<file path="src/pkg/epgpio_pkg.sv">
// Constants for the eight-pin port with edge detection.
// Assumes a register decoder that hands 16-bit words and word addresses to the port.
// What this block does
// - Bits 15:8 of the control register enable pins 0 to 7, one bit per pin, 1 meaning enabled.
// - Bits 7:0 of the control register set each pin's direction, 0 input and 1 output.
// - An enabled output pin drives its bit from the writable upper byte of the data register.
// - The low byte of the data register reads back the sampled input levels and ignores writes.
// - Rising edges are recorded only for pins whose bit is set in bits 15:8 of edge control.
// - Falling edges are recorded only for pins whose bit is set in bits 7:0 of edge control.
// - A status flag sets on an enabled edge of its kind at an enabled input pin and stays set until it is read.
package epgpio_pkg;
  localparam int PINS = 8;
  localparam int ADDR_W = 8;
  localparam int DATA_W = 16;

  // Word addresses
  localparam logic [7:0] ADDR_PIN_CTRL = 8'h0B;
  localparam logic [7:0] ADDR_PIN_DATA = 8'h0C;
  localparam logic [7:0] ADDR_EDGE_CTRL = 8'h0D;
  localparam logic [7:0] ADDR_EDGE_FLAG = 8'h0E;

  // Field positions: each field is one byte wide
  localparam int ENABLE_LSB = 8;
  localparam int DIR_LSB = 0;
  localparam int DRIVE_LSB = 8;
  localparam int SAMPLED_LSB = 0;
  localparam int RISE_LSB = 8;
  localparam int FALL_LSB = 0;

  // Reset values
  localparam logic [7:0] PIN_CTRL_RESET = 8'h00;
  localparam logic [7:0] BYTE_RESET = 8'h00;
  localparam logic [15:0] READ_NONE = 16'h0000;
endpackage

</file>
<file path="src/pkg/epgpio_pin_if.sv">
// Carries the filtered pin levels and edge pulses from the synchroniser to the core.
// Assumes one clock for both ends.
`timescale 1ns/1ns
`default_nettype none
interface epgpio_pin_if;
  logic [7:0] level;
  logic [7:0] rise;
  logic [7:0] fall;
  modport sync (output level, output rise, output fall);
  modport core (input level, input rise, input fall);
endinterface
`default_nettype wire

</file>
<file path="src/hw/epgpio_sync.sv">
// Three-stage pin synchroniser with agreement filter and edge pulses.
// Assumes pins are asynchronous to clk.
`timescale 1ns/1ns
`default_nettype none
module epgpio_sync
  import epgpio_pkg::*;
(
  // Clock and reset
  input wire logic clk,
  input wire logic srst,
  input wire logic ce,
  // Raw pins
  input wire logic [PINS-1:0] pinIn,
  // Filtered result
  epgpio_pin_if.sync pins
);
  logic [PINS-1:0] meta;
  logic [PINS-1:0] syncA;
  logic [PINS-1:0] syncB;
  logic [PINS-1:0] level;
  wire [PINS-1:0] agree = ~(syncA ^ syncB);
  wire [PINS-1:0] changed = agree & (syncB ^ level);

  // The first stage feeds only the second
  always_ff @(posedge clk) begin
    if (srst) begin
      meta <= BYTE_RESET;
      syncA <= BYTE_RESET;
      syncB <= BYTE_RESET;
    end else if (ce) begin
      meta <= pinIn;
      syncA <= meta;
      syncB <= syncA;
    end
  end

  genvar i;
  generate
    for (i = 0; i < PINS; i++) begin : gLevel
      always_ff @(posedge clk) begin
        if (srst) begin
          level[i] <= 1'b0;
        end else if (ce && changed[i]) begin
          level[i] <= syncB[i];
        end
      end
      assign pins.rise[i] = ce & changed[i] & syncB[i];
      assign pins.fall[i] = ce & changed[i] & ~syncB[i];
    end
  endgenerate

  assign pins.level = level;
endmodule // epgpio_sync
`default_nettype wire

</file>
<file path="src/hw/epgpio_top.sv">
// Eight general-purpose pins with direction, output data, sampled input and edge flags.
// Assumes the serial decoder gives one-cycle read and write strobes with a word address.
`timescale 1ns/1ns
`default_nettype none
module epgpio_top
  import epgpio_pkg::*;
(
  // Clock, reset, enable
  input wire logic clk,
  input wire logic srst,
  input wire logic ce,
  // Register port from the serial decoder
  input wire logic [ADDR_W-1:0] regAddr,
  input wire logic regWrite,
  input wire logic [DATA_W-1:0] regWdata,
  input wire logic regRead,
  output logic [DATA_W-1:0] regRdata,
  output logic regRdataValid,
  // Pins
  input wire logic [PINS-1:0] pinIn,
  output logic [PINS-1:0] pinOut,
  output logic [PINS-1:0] pinOe
);
  logic [PINS-1:0] pinEnable;
  logic [PINS-1:0] pinDirection;
  logic [PINS-1:0] pinDriveValue;
  logic [PINS-1:0] pinSampledValue;
  logic [PINS-1:0] riseDetectEnable;
  logic [PINS-1:0] fallDetectEnable;
  logic [PINS-1:0] riseSeenFlag;
  logic [PINS-1:0] fallSeenFlag;
  logic [PINS-1:0] next_riseSeenFlag;
  logic [PINS-1:0] next_fallSeenFlag;
  logic [DATA_W-1:0] next_regRdata;

  epgpio_pin_if pinBus ();

  epgpio_sync uSync (
    .clk(clk),
    .srst(srst),
    .ce(ce),
    .pinIn(pinIn),
    .pins(pinBus.sync)
  );

  // Address decode
  wire selCtrl = (regAddr == ADDR_PIN_CTRL);
  wire selData = (regAddr == ADDR_PIN_DATA);
  wire selEdgeCtrl = (regAddr == ADDR_EDGE_CTRL);
  wire selEdgeFlag = (regAddr == ADDR_EDGE_FLAG);
  wire wrCtrl = regWrite & selCtrl;
  wire wrData = regWrite & selData;
  wire wrEdgeCtrl = regWrite & selEdgeCtrl;
  wire flagReadClear = regRead & selEdgeFlag;

  // Per-pin qualifiers
  wire [PINS-1:0] activeInput = pinEnable & ~pinDirection;
  wire [PINS-1:0] riseEvent = pinBus.rise & activeInput & riseDetectEnable;
  wire [PINS-1:0] fallEvent = pinBus.fall & activeInput & fallDetectEnable;

  // Sticky flags: a new edge wins over the clearing read
  assign next_riseSeenFlag = (flagReadClear ? BYTE_RESET : riseSeenFlag) | riseEvent;
  assign next_fallSeenFlag = (flagReadClear ? BYTE_RESET : fallSeenFlag) | fallEvent;

  // Read data mux; unmapped addresses read zero
  wire [DATA_W-1:0] ctrlWord = {pinEnable, pinDirection};
  wire [DATA_W-1:0] dataWord = {pinDriveValue, pinSampledValue};
  wire [DATA_W-1:0] edgeCtrlWord = {riseDetectEnable, fallDetectEnable};
  wire [DATA_W-1:0] flagWord = {riseSeenFlag, fallSeenFlag};
  assign next_regRdata = selCtrl ? ctrlWord :
                         selData ? dataWord :
                         selEdgeCtrl ? edgeCtrlWord :
                         selEdgeFlag ? flagWord : READ_NONE;

  // Control register
  always_ff @(posedge clk) begin
    if (srst) begin
      pinEnable <= PIN_CTRL_RESET;
      pinDirection <= PIN_CTRL_RESET;
    end else if (ce && wrCtrl) begin
      pinEnable <= regWdata[ENABLE_LSB +: PINS];
      pinDirection <= regWdata[DIR_LSB +: PINS];
    end
  end

  // Output data byte; the input byte is not writable
  always_ff @(posedge clk) begin
    if (srst) begin
      pinDriveValue <= BYTE_RESET;
    end else if (ce && wrData) begin
      pinDriveValue <= regWdata[DRIVE_LSB +: PINS];
    end
  end

  // Edge control register
  always_ff @(posedge clk) begin
    if (srst) begin
      riseDetectEnable <= BYTE_RESET;
      fallDetectEnable <= BYTE_RESET;
    end else if (ce && wrEdgeCtrl) begin
      riseDetectEnable <= regWdata[RISE_LSB +: PINS];
      fallDetectEnable <= regWdata[FALL_LSB +: PINS];
    end
  end

  // Sampled input: only enabled input pins follow their pin
  genvar i;
  generate
    for (i = 0; i < PINS; i++) begin : gSample
      always_ff @(posedge clk) begin
        if (srst) begin
          pinSampledValue[i] <= 1'b0;
        end else if (ce && activeInput[i]) begin
          pinSampledValue[i] <= pinBus.level[i];
        end
      end
    end
  endgenerate

  // Edge flags
  always_ff @(posedge clk) begin
    if (srst) begin
      riseSeenFlag <= BYTE_RESET;
      fallSeenFlag <= BYTE_RESET;
    end else if (ce) begin
      riseSeenFlag <= next_riseSeenFlag;
      fallSeenFlag <= next_fallSeenFlag;
    end
  end

  // Read answer one cycle after the strobe
  always_ff @(posedge clk) begin
    if (srst) begin
      regRdata <= READ_NONE;
      regRdataValid <= 1'b0;
    end else if (ce) begin
      regRdataValid <= regRead;
      if (regRead) begin
        regRdata <= next_regRdata;
      end
    end
  end

  // Register values as they stand after this edge
  wire [PINS-1:0] next_pinEnable = wrCtrl ? regWdata[ENABLE_LSB +: PINS] : pinEnable;
  wire [PINS-1:0] next_pinDirection = wrCtrl ? regWdata[DIR_LSB +: PINS] : pinDirection;
  wire [PINS-1:0] next_pinDriveValue = wrData ? regWdata[DRIVE_LSB +: PINS] : pinDriveValue;

  // Pin drive from flip-flops, updated at the same edge as the registers behind it
  always_ff @(posedge clk) begin
    if (srst) begin
      pinOut <= BYTE_RESET;
      pinOe <= BYTE_RESET;
    end else if (ce) begin
      pinOut <= next_pinDriveValue & next_pinEnable & next_pinDirection;
      pinOe <= next_pinEnable & next_pinDirection;
    end
  end
endmodule // epgpio_top
`default_nettype wire

</file>
<file path="config.mk">
export PLATFORM = sky130hd
export DESIGN_NAME = epgpio_top
export DESIGN_NICKNAME = d
export VERILOG_FILES = /design/src/pkg/epgpio_pkg.sv /design/src/pkg/epgpio_pin_if.sv /design/src/hw/epgpio_sync.sv /design/src/hw/epgpio_top.sv
export SDC_FILE = /design/constraint.sdc
export NUM_CORES = 1
export LEC_CHECK = 0
export BUFFER_PORTS_ARGS = -buffer_cell sky130_fd_sc_hd__buf_4
export CAP_MARGIN = 20
export CORE_ASPECT_RATIO = 1.4
export CORE_MARGIN = 2
export CORE_UTILIZATION = 62
export CTS_CLUSTER_SIZE = 24
export DETAILED_ROUTE_END_ITERATION = 7
export PLACE_DENSITY = 0.85
export SYNTH_ARGS = -nofsm -noshare
export SYNTH_HDL_FRONTEND = slang
export SYNTH_SLANG_ARGS = --single-unit
</file>
<file path="constraint.sdc">
create_clock -name clk -period 3.95 [get_ports clk]
set_input_delay 0.79 -clock clk [delete_from_list [all_inputs] [get_ports clk]]
set_output_delay 0.79 -clock clk [all_outputs]
set_load 0.01 [all_outputs]
</file>
### Yosys cells after proc, flatten, opt, wreduce, memory -nomap -nowiden

Cells that the tools add are included.

| storage, ports and cells | value |
|---|---|
| bits in registers | 129 |
| bits of input ports | 37 |
| word-level logic and storage cells | 114 |
| output and inout port bits | 33 |

| operators by class | value |
|---|---|
| reductions and logical operators | 20 |
| mux-type cells | 9 |
| bitwise gates (word level) | 51 |
| eq/ne operators | 4 |

Operators by type and width:

| operator | number |
|---|---|
| bitwise AND 8 bit | 9 |
| two-way mux 16 bit | 4 |
| two-way mux 8 bit | 5 |
| equality test 8 x 4 -> 1 bit (second input constant) | 4 |
| bitwise AND 1 bit | 28 |
| logical AND 1 bit | 19 |
| inverter 8 bit | 2 |
| OR 8 bit | 2 |
| XOR 8 bit | 2 |
| inverter 1 bit | 8 |
| AND reduction 2 bit | 1 |

### Logic depth before layout (Yosys ltp)

Gate-level depths: netlist of the first run.

| depth | value |
|---|---|
| word-level depth | 8 |
| depth in mapped cells | 7 |
| depth with buffers taken out | 4 |

### Hierarchy

From an unflattened synthesis of the first run, not the netlist that was laid out.

| unflattened totals | value |
|---|---|
| cells, all modules | 614 |
| area, all modules | 5,788.1 µm² |

By module, submodules not included:

| module | area each (µm²) | seq. area each (µm²) | cells each | times used |
|---|---|---|---|---|
| epgpio_top | 4,310.4 | 1,941.9 | 461 | 1 |
| epgpio_sync | 1,477.7 | 640.6 | 153 | 1 |

### Worst setup path after synthesis of the first run

OpenSTA, ideal clock, no wires.

| timing path | value |
|---|---|
| kind | in2reg |
| start point | input regAddr[7] |
| end point | register pinOut[0] |
| slack | 1,356 ps |
| setup time | 117 ps |
| arrival | 2,476 ps |
| buffers on the path | 1 |
| stages on the path | 5 |
| required time | 3,833 ps |
| cells stage by stage | or4_4 buf_6 nor4_4 mux2_2 a32o_1 |

| between the ends | value |
|---|---|
| cells in the longest elaborated chain, start to end | 5 |
| elaborated cells between the ends (all ways) | 9 |
| classes of those cells | 2 x eq/ne; 3 x mux; 4 x bitwise |

RTL lines:

| what | line | text |
|---|---|---|
| start: declaration | epgpio_top.sv:13 | `input wire logic [ADDR_W-1:0] regAddr,` |
| equality test 8 x 4 -> 1 bit (on tied branches) | epgpio_top.sv:48, epgpio_top.sv:47 |  |
| bitwise AND 1 bit (on tied branches) | epgpio_top.sv:52, epgpio_top.sv:51 |  |
| two-way mux 8 bit (on tied branches) | epgpio_top.sv:147, epgpio_top.sv:145 |  |
| bitwise AND 8 bit | epgpio_top.sv:155 | `pinOut <= next_pinDriveValue & next_pinEnable & next_pinDirection;` |
| bitwise AND 8 bit (*) | epgpio_top.sv:155 |  |
| end signal: assignment | epgpio_top.sv:155 |  |
| end: declaration | epgpio_top.sv:21 | `output logic [PINS-1:0] pinOut,` |

Mark *: on every way between the ends. The rest lies on a longest branch, timed or not.
A chain may end at the register's enable or synchronous reset.

### Final worst setup path of the first run

| timing path | value |
|---|---|
| start point | input regAddr[7] |
| end point | register pinOut[3] |

The elaborated chain is that of the path after synthesis.

==> qor.yml, run 1 <==
logic_synthesis:
  syn_inst: 600
  synth_fa_ha_area_share_pct: 0
  synth_cell_types: 32
  dominantRegCellSynth: "dfxtp_1"
  synthMuxAreaShare_pct: 16.2
  synth_xor_area_share_pct: 0
  synth-seq-cells: 129
  synth_compound_area_share_pct: 15.4
  yosys.area.top_type: "dfxtp_1"
  synth_edf_count: 0
  postSynthAreaPerCell_sq_um: 9.19
  ys_warn_count: 0
  synth_common_cells: "dfxtp_1, nor2_1, mux2i_1, nand2_1, o21ai_0"
  seq_area_frac_synth_pct: 46.8
  synth_top_family_by_area: "simple AND/OR/NAND/NOR gates"
  async_flop_share_pct: 0
  netlist.area_leader.share_pct: 46.8
  synth_area_sq_um: 5510
  synthTopCellsByArea: "dfxtp_1, mux2i_1, nor2_1"
  synthSimpleGateAreaFrac_pct: 18.0
  syn-num-nets: 637
  yosysMostFrequentCell: "dfxtp_1"
layout:
  n_antenna_cell: 0
  fin_cells: 780
  drive_gt1_share_pct: 18.7
  area.growth.synth_to_final_pct: 21.4
  nets: 699
  fin_util_pct: 77.7
place:
  gp_congestion: 0.854
  placed_cells: 748
  io_buffers: 69
  place_ws_ns: 0.959
  dpl.hpwl_um: 9170
drt:
  wl_per_cell_um: 19.2
  wl_um: 15000
  viasPerCell: 6.25
  vias: 4875
  antenna_left: 0
  firstDrtPassIters: 5
  drtIter0Drc: 484
  drc_errors: 0
run:
  maxCapViolCount: 0
global_routing:
  antenna_found_initial: 0
  grt-ovfl-total: 0
  grt_pass1_vias: 4929
  gr-usage-all-layers_pct: 31.9
  grt_start_max_net_pins: 59
  grt_pass1_wl_um: 24400
floorplan:
  die_x_um: 83.7
  io_pins: 70
  row_count: 40
  fp.dieH_um: 116
  die_area_sq_um: 9670
  coreArea_sq_um: 8610
  start_util_pct: 64.0
worst_setup_path:
  cp_data_required_time_ns: 4.25
  start_kind: "input port"
  critPathSlowestCell: "nor4_4"
  critPathArrivalTime_ns: 2.89
  path_max_fanout: 8
  slowest_delay_ns: 0.69
  setup.worst_path.class: "input port to register"
  crit_chain: "buf_4 -> or4_4 -> nor4_4 -> mux2_2 -> a32o_1"
  crit_path_end_kind: "register"
pwr:
  powerDensity_nw_per_um2: 474
  vdd_drop_max_uv: 384
  p_leak_nw: 2.81
  total_power_mw: 3.17
run_status:
  status: "finished clean"
clock_tree:
  cts_made_buffers: 17
  post_cts_buffers: 0
  max-clock-path-buffers: 2
  cts.root.buffer_cell: "clkbuf_16"
  worstSkewPairLatency_ns: 0.41
  cts_sinks: 129
  cts_tree: "yes"
  ctsHoldBuffers: 0
  htree_levels: 4
  cts_resized: 0
  clk_pin_slew_worst_paths_ns: 0.06
sta:
  slew_headroom_pct: 35.9
  clock.fmax_mhz: 386
  setup_viol: 0
  min_period_ns: 2.59
  maxSlewViolCount: 0
  tns_ns: 0
  setup_ws_ns: 1.36
  rsz0062_at_grt: "no"
  clock_skew_ns: 0.00661
  finalHoldViolCount: 0
  worst_slew_pin_slew_ns: 0.954
  finalCritPeriodShare_pct: 65.6
hold_path:
  hold_class: "register to register"
## final timing paths
path | cells after the start | from | slack [ns] | end
worst max-delay path | 5 | regAddr[7] | 1.36 | pinOut[3]
worst min-delay path | 2 | regRdata[7] | 0.45 | regRdata[7]
worst max register to register | 3 | pinEnable[7] | 2.64 | dataWord[7]
worst min register to register | 2 | regRdata[7] | 0.45 | regRdata[7]
## area by class of cell
type                       instances  area (sq um)
multi-input combinational        432          2730
sequential                       129          2580
fill                             571          1920
timing repair buffer              79           593
clock buffer                      17           425
clock inverter                    15           215
tap                              105           131
inverter                           3          11.3
## registers in the layout (all words and copies together), names as in the netlist
signal / cells
dataWord: 8
fallDetectEnable: 8
fallSeenFlag: 8
pinDirection: 8
pinDriveValue: 8
pinEnable: 8
pinOe: 8
pinOut: 8
regRdata: 16
regRdataValid: 1
riseDetectEnable: 8
riseSeenFlag: 8
uSync.meta: 8
uSync.pins.level: 8
uSync.syncA: 8
uSync.syncB: 8
## placed cells by master (no fill, tap or decap), types with 2 or more instances in the layout
master and n:
nand2_1 77, a21oi_1 27, buf_4 79, clkbuf_16 17
inv_1 2, nor3b_1 8, a32o_1 8, mux2_2 8
dfxtp_1 129, a21o_1 8, or4_4 3, a22oi_1 31
mux2i_1 80, nor4_4 2, clkinv_2 5, nor4bb_1 7
clkinvlp_4 3, o21ai_0 55, nand3_1 2, o21a_1 8
nor2_1 91, and4b_1 9, bufinv_16 5
## power by group
part | internal, mW | switching (mW) | total, mW
logic | 0.0610 | 0.0935 | 0.154
clock network | 1.11 | 0.572 | 1.69
registers | 1.32 | 0.0118 | 1.33
total | 2.49 | 0.677 | 3.17
## logic make-up (layout without fill, tap and decap cells)
group / Yosys count / count (layout)
flip-flops: 129 / 129
multiplexers: 88 / 88
buffers and inverters: 39 / 114
AO/OA/AOI/OAI: 138 / 138
AND/OR/NAND/NOR: 206 / 206
## per-stage QoR
stage                     hold WS [ns]  instance area, sq um
final                            0.447                  6690
after global routing             0.484                  6690
after CTS                        0.449                  6690
after detailed placement         0.442                  6050
after global placement           0.438                  6050
after floorplan                  0.437                  5510
## routing by layer
metal / track usage (%) / vias to the layer above / wire length, um
met5: 0 / - / 0
met4: 17.1 / 0 / 527
met3: 6.91 / 58 / 1170
met2: 53.7 / 251 / 7410
met1: 38.3 / 2306 / 5850
li1: - / 2260 / -
## worst max-delay path: cells and delay by family
kind / cells / cell delay (ns)
AO/OA/AOI/OAI: 1 / 0.26
buffers and inverters: 1 / 0.12
multiplexers: 1 / 0.42
AND/OR/NAND/NOR: 2 / 1.30
Power figures use the tool's default switching activity.
==> run 2: changes to the inputs <==
Settings changed: CORE_UTILIZATION 62 to 52, PLACE_DENSITY 0.85 to 0.76.
Clock period 3.95 ns to 2.2 ns, I/O delays scaled along.
==> run 2 against run 1 <==
  * Via count decreased by 4.2%
  * Critical path type unchanged
  * Non-clock buffer count increased by 9
  * Hold slack got worse by 0.19 ns
  * Sequential share of layout area decreased by 0.55 points
  * Global-route usage decreased by 6.5 points
  * Largest cell class unchanged
  * Power increased by 66%
  * Wire length decreased by 6.3%
  * Critical endpoint is now pinOut[6]
  * Flip-flop and latch count unchanged
  * Setup slack got worse by 1.1 ns
==> qor.yml, run 2 (synthesis gave the netlist of run 1 again) <==
clock_tree:
  cts_tree: "yes"
  ctsHoldBuffers: 0  # unchanged
  cts_sinks: 129  # unchanged
  cts_made_buffers: 17  # unchanged
  cts_resized: 0  # unchanged
  max-clock-path-buffers: 2  # unchanged
  post_cts_buffers: 0  # unchanged
  htree_levels: 4  # unchanged
  clk_pin_slew_worst_paths_ns: 0.05  # about the same
  worstSkewPairLatency_ns: 0.41  # about the same
  cts.root.buffer_cell: "clkbuf_16"
pwr:
  switchingPower_mw: 1.13  # +66%
  power_frac_seq_pct: 45.3  # +3.4 points
  intPower_mw: 4.14  # +66%
  vdd_drop_max_uv: 600  # +56%
  combPwrFrac_pct: 5.4  # +0.5 points
  p_clk_share_pct: 49.4  # -3.8 points
  p_leak_nw: 2.83  # +0.61%
  powerDensity_nw_per_um2: 776  # +64%
  p_sw_share_pct: 21.4  # about the same
sta:
  min_period_ns: 1.91
  setup_viol: 0  # unchanged
  maxSlewViolCount: 0  # unchanged
  rsz0062_at_grt: "no"
  finalCritPeriodShare_pct: 86.9
  slew_headroom_pct: 63.5  # +28 points
  setup_ws_ns: 0.289  # -1.07 ns
  worst_slew_pin_slew_ns: 0.546  # -0.409 ns
  finalHoldViolCount: 0  # unchanged
  clock_skew_ns: 0.00588  # -0.000725 ns
  clock.fmax_mhz: 523
global_routing:
  antenna_found_initial: 0  # unchanged
  grt_pass1_wl_um: 22800  # -6.6%
  grt-ovfl-total: 0  # unchanged
  gr-usage-all-layers_pct: 25.3  # -6.5 points
  grt_pass1_vias: 4570  # -7.3%
  grt_start_max_net_pins: 50  # -15%
place:
  dpl_cell_area_sq_um: 6240  # +3.1%
  place_ws_ns: -0.0974  # -1.06 ns
  io_buffers: 69  # unchanged
  dpl.hpwl_um: 9380  # +2.4%
  gp_congestion: 0.832  # -2.6%
worst_setup_path:
  r2r_start: "pinEnable[1]"
  setup.worst_path.class: "input port to register"
  critPathArrivalTime_ns: 2.21  # -0.68 ns
  worst-r2r-cell-count: 3  # unchanged
  reg2reg_to: "dataWord[1]"
  cp_data_required_time_ns: 2.50  # -1.75 ns
  r2r_slack_ns: 0.92  # -1.72 ns
  start_kind: "input port"
  crit_path_end_kind: "register"
  path_max_fanout: 8  # unchanged
run_status:
  status: "finished clean"
layout:
  area.growth.synth_to_final_pct: 23.2
  layout_common_cells: "dfxtp_1, nor2_1, buf_4"
  largest_reg_flops: 16  # unchanged
  n_antenna_cell: 0  # unchanged
  max_flop_register: "regRdata"
  nets: 708  # +1.3%
  drive_gt1_share_pct: 20.1  # +1.4 points
  fill_cells: 851  # +49%
  final_common_cell: "dfxtp_1"
  final_cell_area_sq_um: 6790  # +1.5%
drt:
  wl_per_cell_um: 17.1  # -11%
  vias: 4671  # -4.2%
  antenna_left: 0  # unchanged
  wl_um: 14000  # -6.3%
  drc_errors: 0  # unchanged
  drtIter0Drc: 311  # -36%
  firstDrtPassIters: 5  # unchanged
  viasPerCell: 5.69  # -9.0%
floorplan:
  fp.dieH_um: 126  # +8.9%
  start_util_pct: 53.3  # -11 points
  io_pins: 70  # unchanged
  die_x_um: 91.0  # +8.8%
  row_count: 44  # +10%
  die_area_sq_um: 11500  # +18%
  coreArea_sq_um: 10300  # +20%
hold_path:
  whs_path_depth: 3  # +1
  hold_start: "pinIn[1]"
  hold_class: "input port to register"
  hold_path_end: "uSync.meta[1]"
run:
  maxCapViolCount: 0  # unchanged
[run 2: worst max path at each step]
stage	cells after the start	slack, ns	endpoint	startpoint
finish	6	0.29	pinOut[6]	regAddr[7]
global route	5	0.28	fallSeenFlag[4]	regAddr[7]
CTS	6	0.32	pinOut[3]	regAddr[7]
detailed placement	6	-0.1	pinOut[6]	regAddr[7]
global placement	6	-0.08	pinOut[6]	regAddr[7]
floorplan	5	-0.04	pinOut[0]	regAddr[7]
[run 2: power by group through the flow]
stage | Sequential, mW | Clock [mW] | Combinational (mW)
finish | 2.38 | 2.60 | 0.282
global route | 2.39 | 2.73 | 0.306
CTS | 2.38 | 2.62 | 0.282
detailed placement | 2.43 | 0 | 0.281
global placement | 2.43 | 0 | 0.275
floorplan | 2.43 | 0 | 0.145
[run 2: final cells by class]
class / count / area [sq um] / area share, %
clock inverters: 5 / 52.6 / 0.774
flip-flops and latches: 129 / 2580 / 38.0
inverters: 3 / 11.3 / 0.166
clock buffers: 26 / 499 / 7.35
repair buffers: 88 / 698 / 10.3
multi-input cells: 432 / 2770 / 40.8
well taps: 138 / 173 / 2.54
[run 2: per-stage QoR]
step / TNS (ns) / hold slack, ns / std cells / power (mW) / util (%)
finish: 0 / 0.261 / 821 / 5.27 / 65.6
global route: 0 / 0.269 / 821 / 5.42 / 65.6
CTS: 0 / 0.257 / 821 / 5.29 / 65.6
detailed placement: -2.49 / 0.447 / 790 / 2.71 / 60.3
global placement: -1.76 / 0.437 / 790 / 2.71 / 60.3
floorplan: -0.362 / 0.437 / 600 / 2.58 / -
[run 2: layer usage]
| metal | vias up | routed length, um | track usage [%] |
|---|---|---|---|
| li1 | 2271 | - | - |
| met1 | 2185 | 5980 | 30.8 |
| met2 | 180 | 6780 | 41.9 |
| met3 | 35 | 863 | 6.16 |
| met4 | 0 | 379 | 12.6 |
| met5 | - | 0 | 0 |
[run 2: worst max-delay path: stages]
cell and delay, ns:
buf_4 0.12, or4_4 0.58, nor4_4 0.23, buf_4 0.23, mux2_2 0.35, a32o_1 0.26
==> run 3: changes to the inputs <==
Settings changed: ABC_AREA from default to 1, PLACE_DENSITY 0.76 to 0.75.
==> run 3 against run 2 <==
  * Clock power grew 5%
  * Clock skew grew 0.0011 ns
  * Hold slack lost 0.011 ns
  * Final cell count grew 26%
  * First-iteration DRC count grew 54%
==> qor.yml, run 3 <==
run_status:
  status: "finished clean"
logic_synthesis:
  synth_compound_area_share_pct: 16.7  # +1.3 points
  synth_area_sq_um: 5750  # +4.4%
  synth_edf_count: 0  # unchanged
  netlist.area_leader.share_pct: 44.9  # -2.0 points
  seq_area_frac_synth_pct: 44.9  # -2.0 points
  synthSimpleGateAreaFrac_pct: 29.3  # +11 points
  ys_warn_count: 0  # unchanged
  synth_common_cells: "nand2_1, dfxtp_1, a21oi_1, inv_1, o21ai_0"
  synth_xor_area_share_pct: 0  # unchanged
  synth_top_family_by_area: "simple AND/OR/NAND/NOR gates"
  yosysMostFrequentCell: "nand2_1"
  syn_inst: 812  # +35%
  async_flop_share_pct: 0  # unchanged
  synth_fa_ha_area_share_pct: 0  # unchanged
  yosys.area.top_type: "dfxtp_1"
  synthTopCellsByArea: "dfxtp_1, nand2_1, a21oi_1"
  synth-seq-cells: 129  # unchanged
  postSynthAreaPerCell_sq_um: 7.08  # -23%
  synth_cell_types: 27  # -16%
  synthMuxAreaShare_pct: 0  # -16 points
  dominantRegCellSynth: "dfxtp_1"
  syn-num-nets: 849  # +33%
clock_tree:
  cts_resized: 0  # unchanged
  cts_made_buffers: 17  # unchanged
  post_cts_buffers: 0  # unchanged
  max-clock-path-buffers: 2  # unchanged
  cts_sinks: 129  # unchanged
  cts_tree: "yes"
  ctsHoldBuffers: 0  # unchanged
  worstSkewPairLatency_ns: 0.41  # about the same
  cts.root.buffer_cell: "clkbuf_16"
  htree_levels: 4  # unchanged
  clk_pin_slew_worst_paths_ns: 0.06  # about the same
global_routing:
  use_met3_pct: 6.56  # +0.40 points
  grt_pass1_wl_um: 27400  # +20%
  gr-usage-all-layers_pct: 29.6  # +4.2 points
  grt-ovfl-total: 0  # unchanged
  grt_busiest_layer: "met2"
  grt_use_met1_pct: 35.7  # +4.9 points
  grt_start_max_net_pins: 74  # +48%
  antenna_found_initial: 0  # unchanged
  met2_usage_pct: 50.0  # +8.1 points
  grt_pass1_vias: 5564  # +22%
layout:
  drive_gt1_share_pct: 16.5  # -3.5 points
  area.growth.synth_to_final_pct: 21.6
  n_antenna_cell: 0  # unchanged
  fin_util_pct: 64.7  # -0.90 points
  layout_common_cells: "nand2_1, dfxtp_1, a21oi_1"
  max_flop_register: "regRdata"
  largest_reg_flops: 16  # unchanged
  fill_cells: 985  # +16%
  final_common_cell: "nand2_1"
  nets: 914  # +29%
  fin_cells: 1031  # +26%
worst_setup_path:
  start_kind: "input port"
  setup.worst_path.class: "input port to register"
  critPathArrivalTime_ns: 1.85  # -0.36 ns
  path_max_fanout: 13  # +5
  cp_data_required_time_ns: 2.54  # +0.04 ns
  crit_path_end_kind: "register"
sta:
  maxSlewViolCount: 0  # unchanged
  finalHoldViolCount: 0  # unchanged
  slew_headroom_pct: 47.7  # -16 points
  clock_skew_ns: 0.00700  # +0.00111 ns
  worst_slew_pin_slew_ns: 0.784  # +0.239 ns
  clock.fmax_mhz: 664  # +27%
  tns_ns: 0  # unchanged
  setup_viol: 0  # unchanged
  min_period_ns: 1.51  # -0.405 ns
  rsz0062_at_grt: "no"
  finalCritPeriodShare_pct: 68.5  # -18 points
  holdWs_ns: 0.249  # -0.0111 ns
pwr:
  powerDensity_nw_per_um2: 778  # +0.23%
  vdd_drop_max_uv: 523  # -13%
  p_leak_nw: 2.76  # -2.3%
drt:
  viasPerCell: 5.62  # -1.2%
  vias: 5794  # +24%
  drtIter0Drc: 478  # +54%
  antenna_left: 0  # unchanged
  wl_um: 17200  # +23%
  wl_per_cell_um: 16.7  # -2.3%
  drc_errors: 0  # unchanged
  firstDrtPassIters: 5  # unchanged
place:
  placed_cells: 999  # +26%
  io_buffers: 69  # unchanged
  gp_congestion: 0.898  # +8.0%
  dpl.hpwl_um: 11900  # +26%
floorplan:
  row_count: 45  # +2.3%
  die_x_um: 92.9  # +2.1%
  die_area_sq_um: 11900  # +4.2%
  io_pins: 70  # unchanged
  start_util_pct: 53.2  # about the same
  coreArea_sq_um: 10800  # +4.4%
  fp.dieH_um: 128  # +2.1%
run:
  maxCapViolCount: 0  # unchanged
hold_path:
  hold_class: "input port to register"
-- run 3: cell types whose count changed in the layout (fill, tap and decap cells not counted), sizes merged, moves of 9 or more --
cell and delta:
and4b -9, a21oi +86, inv +78, o21ai +17, nand4 +30, mux2i -80, nor2 -37, nand2 +111
a22oi -31, nand3 +65, nor3 +22
-- run 3: cell type report --
cell class | count | area, sq um | area share [%]
clock buffer | 19 | 443 | 6.33
clock inverter | 13 | 136 | 1.95
inverter | 79 | 297 | 4.24
multi-input combinational | 557 | 2650 | 37.9
sequential | 129 | 2580 | 36.9
tap | 141 | 176 | 2.52
timing repair buffer | 93 | 711 | 10.2
-- run 3: worst paths after layout --
kind | startpoint | end | slack (ns) | depth (start not counted)
max | regAddr[7] | regRdata[15] | 0.69 | 9
min | pinIn[1] | uSync.meta[1] | 0.25 | 3
max reg2reg | uSync.syncB[2] | riseSeenFlag[2] | 0.85 | 4
min reg2reg | dataWord[3] | dataWord[3] | 0.45 | 2
-- run 3: cells by family after synthesis --
kind of cell           count (synthesis)
AO/OA/AOI/OAI                        186
buffers and inverters                126
flip-flops                           129
AND/OR/NAND/NOR                      371
-- run 3: worst max-delay path, cell delays in order --
cell and delay [ns]:
buf_4 0.12, nor2_1 0.10, nand2_1 0.14, nor2_4 0.36, buf_4 0.30, nand2_1 0.09
nand4_1 0.10, nand2_1 0.08, a21oi_1 0.11
-- run 3: per-stage QoR --
| step | setup WS, ns | power [mW] | instance area [sq um] |
|---|---|---|---|
| final | 0.694 | 5.44 | 6990 |
| after global routing | 0.562 | 5.60 | 6990 |
| after CTS | 0.710 | 5.46 | 6990 |
| after detailed placement | 0.300 | 2.75 | 6410 |
| after global placement | 0.339 | 2.74 | 6410 |
| after floorplan | 0.792 | 2.61 | 5750 |
-- run 3: routing by layer --
metal | vias up | part of all wire (%)
met5 | - | 0
met4 | 0 | 3.6
met2 | 243 | 49
li1 | 2836 | -
met3 | 35 | 6.6
met1 | 2680 | 40
-- run 3: report_power, final --
part / switching (mW) / internal [mW]
clock network: 1.04 / 1.69
registers: 0.0184 / 2.37
logic: 0.215 / 0.104
total: 1.27 / 4.17
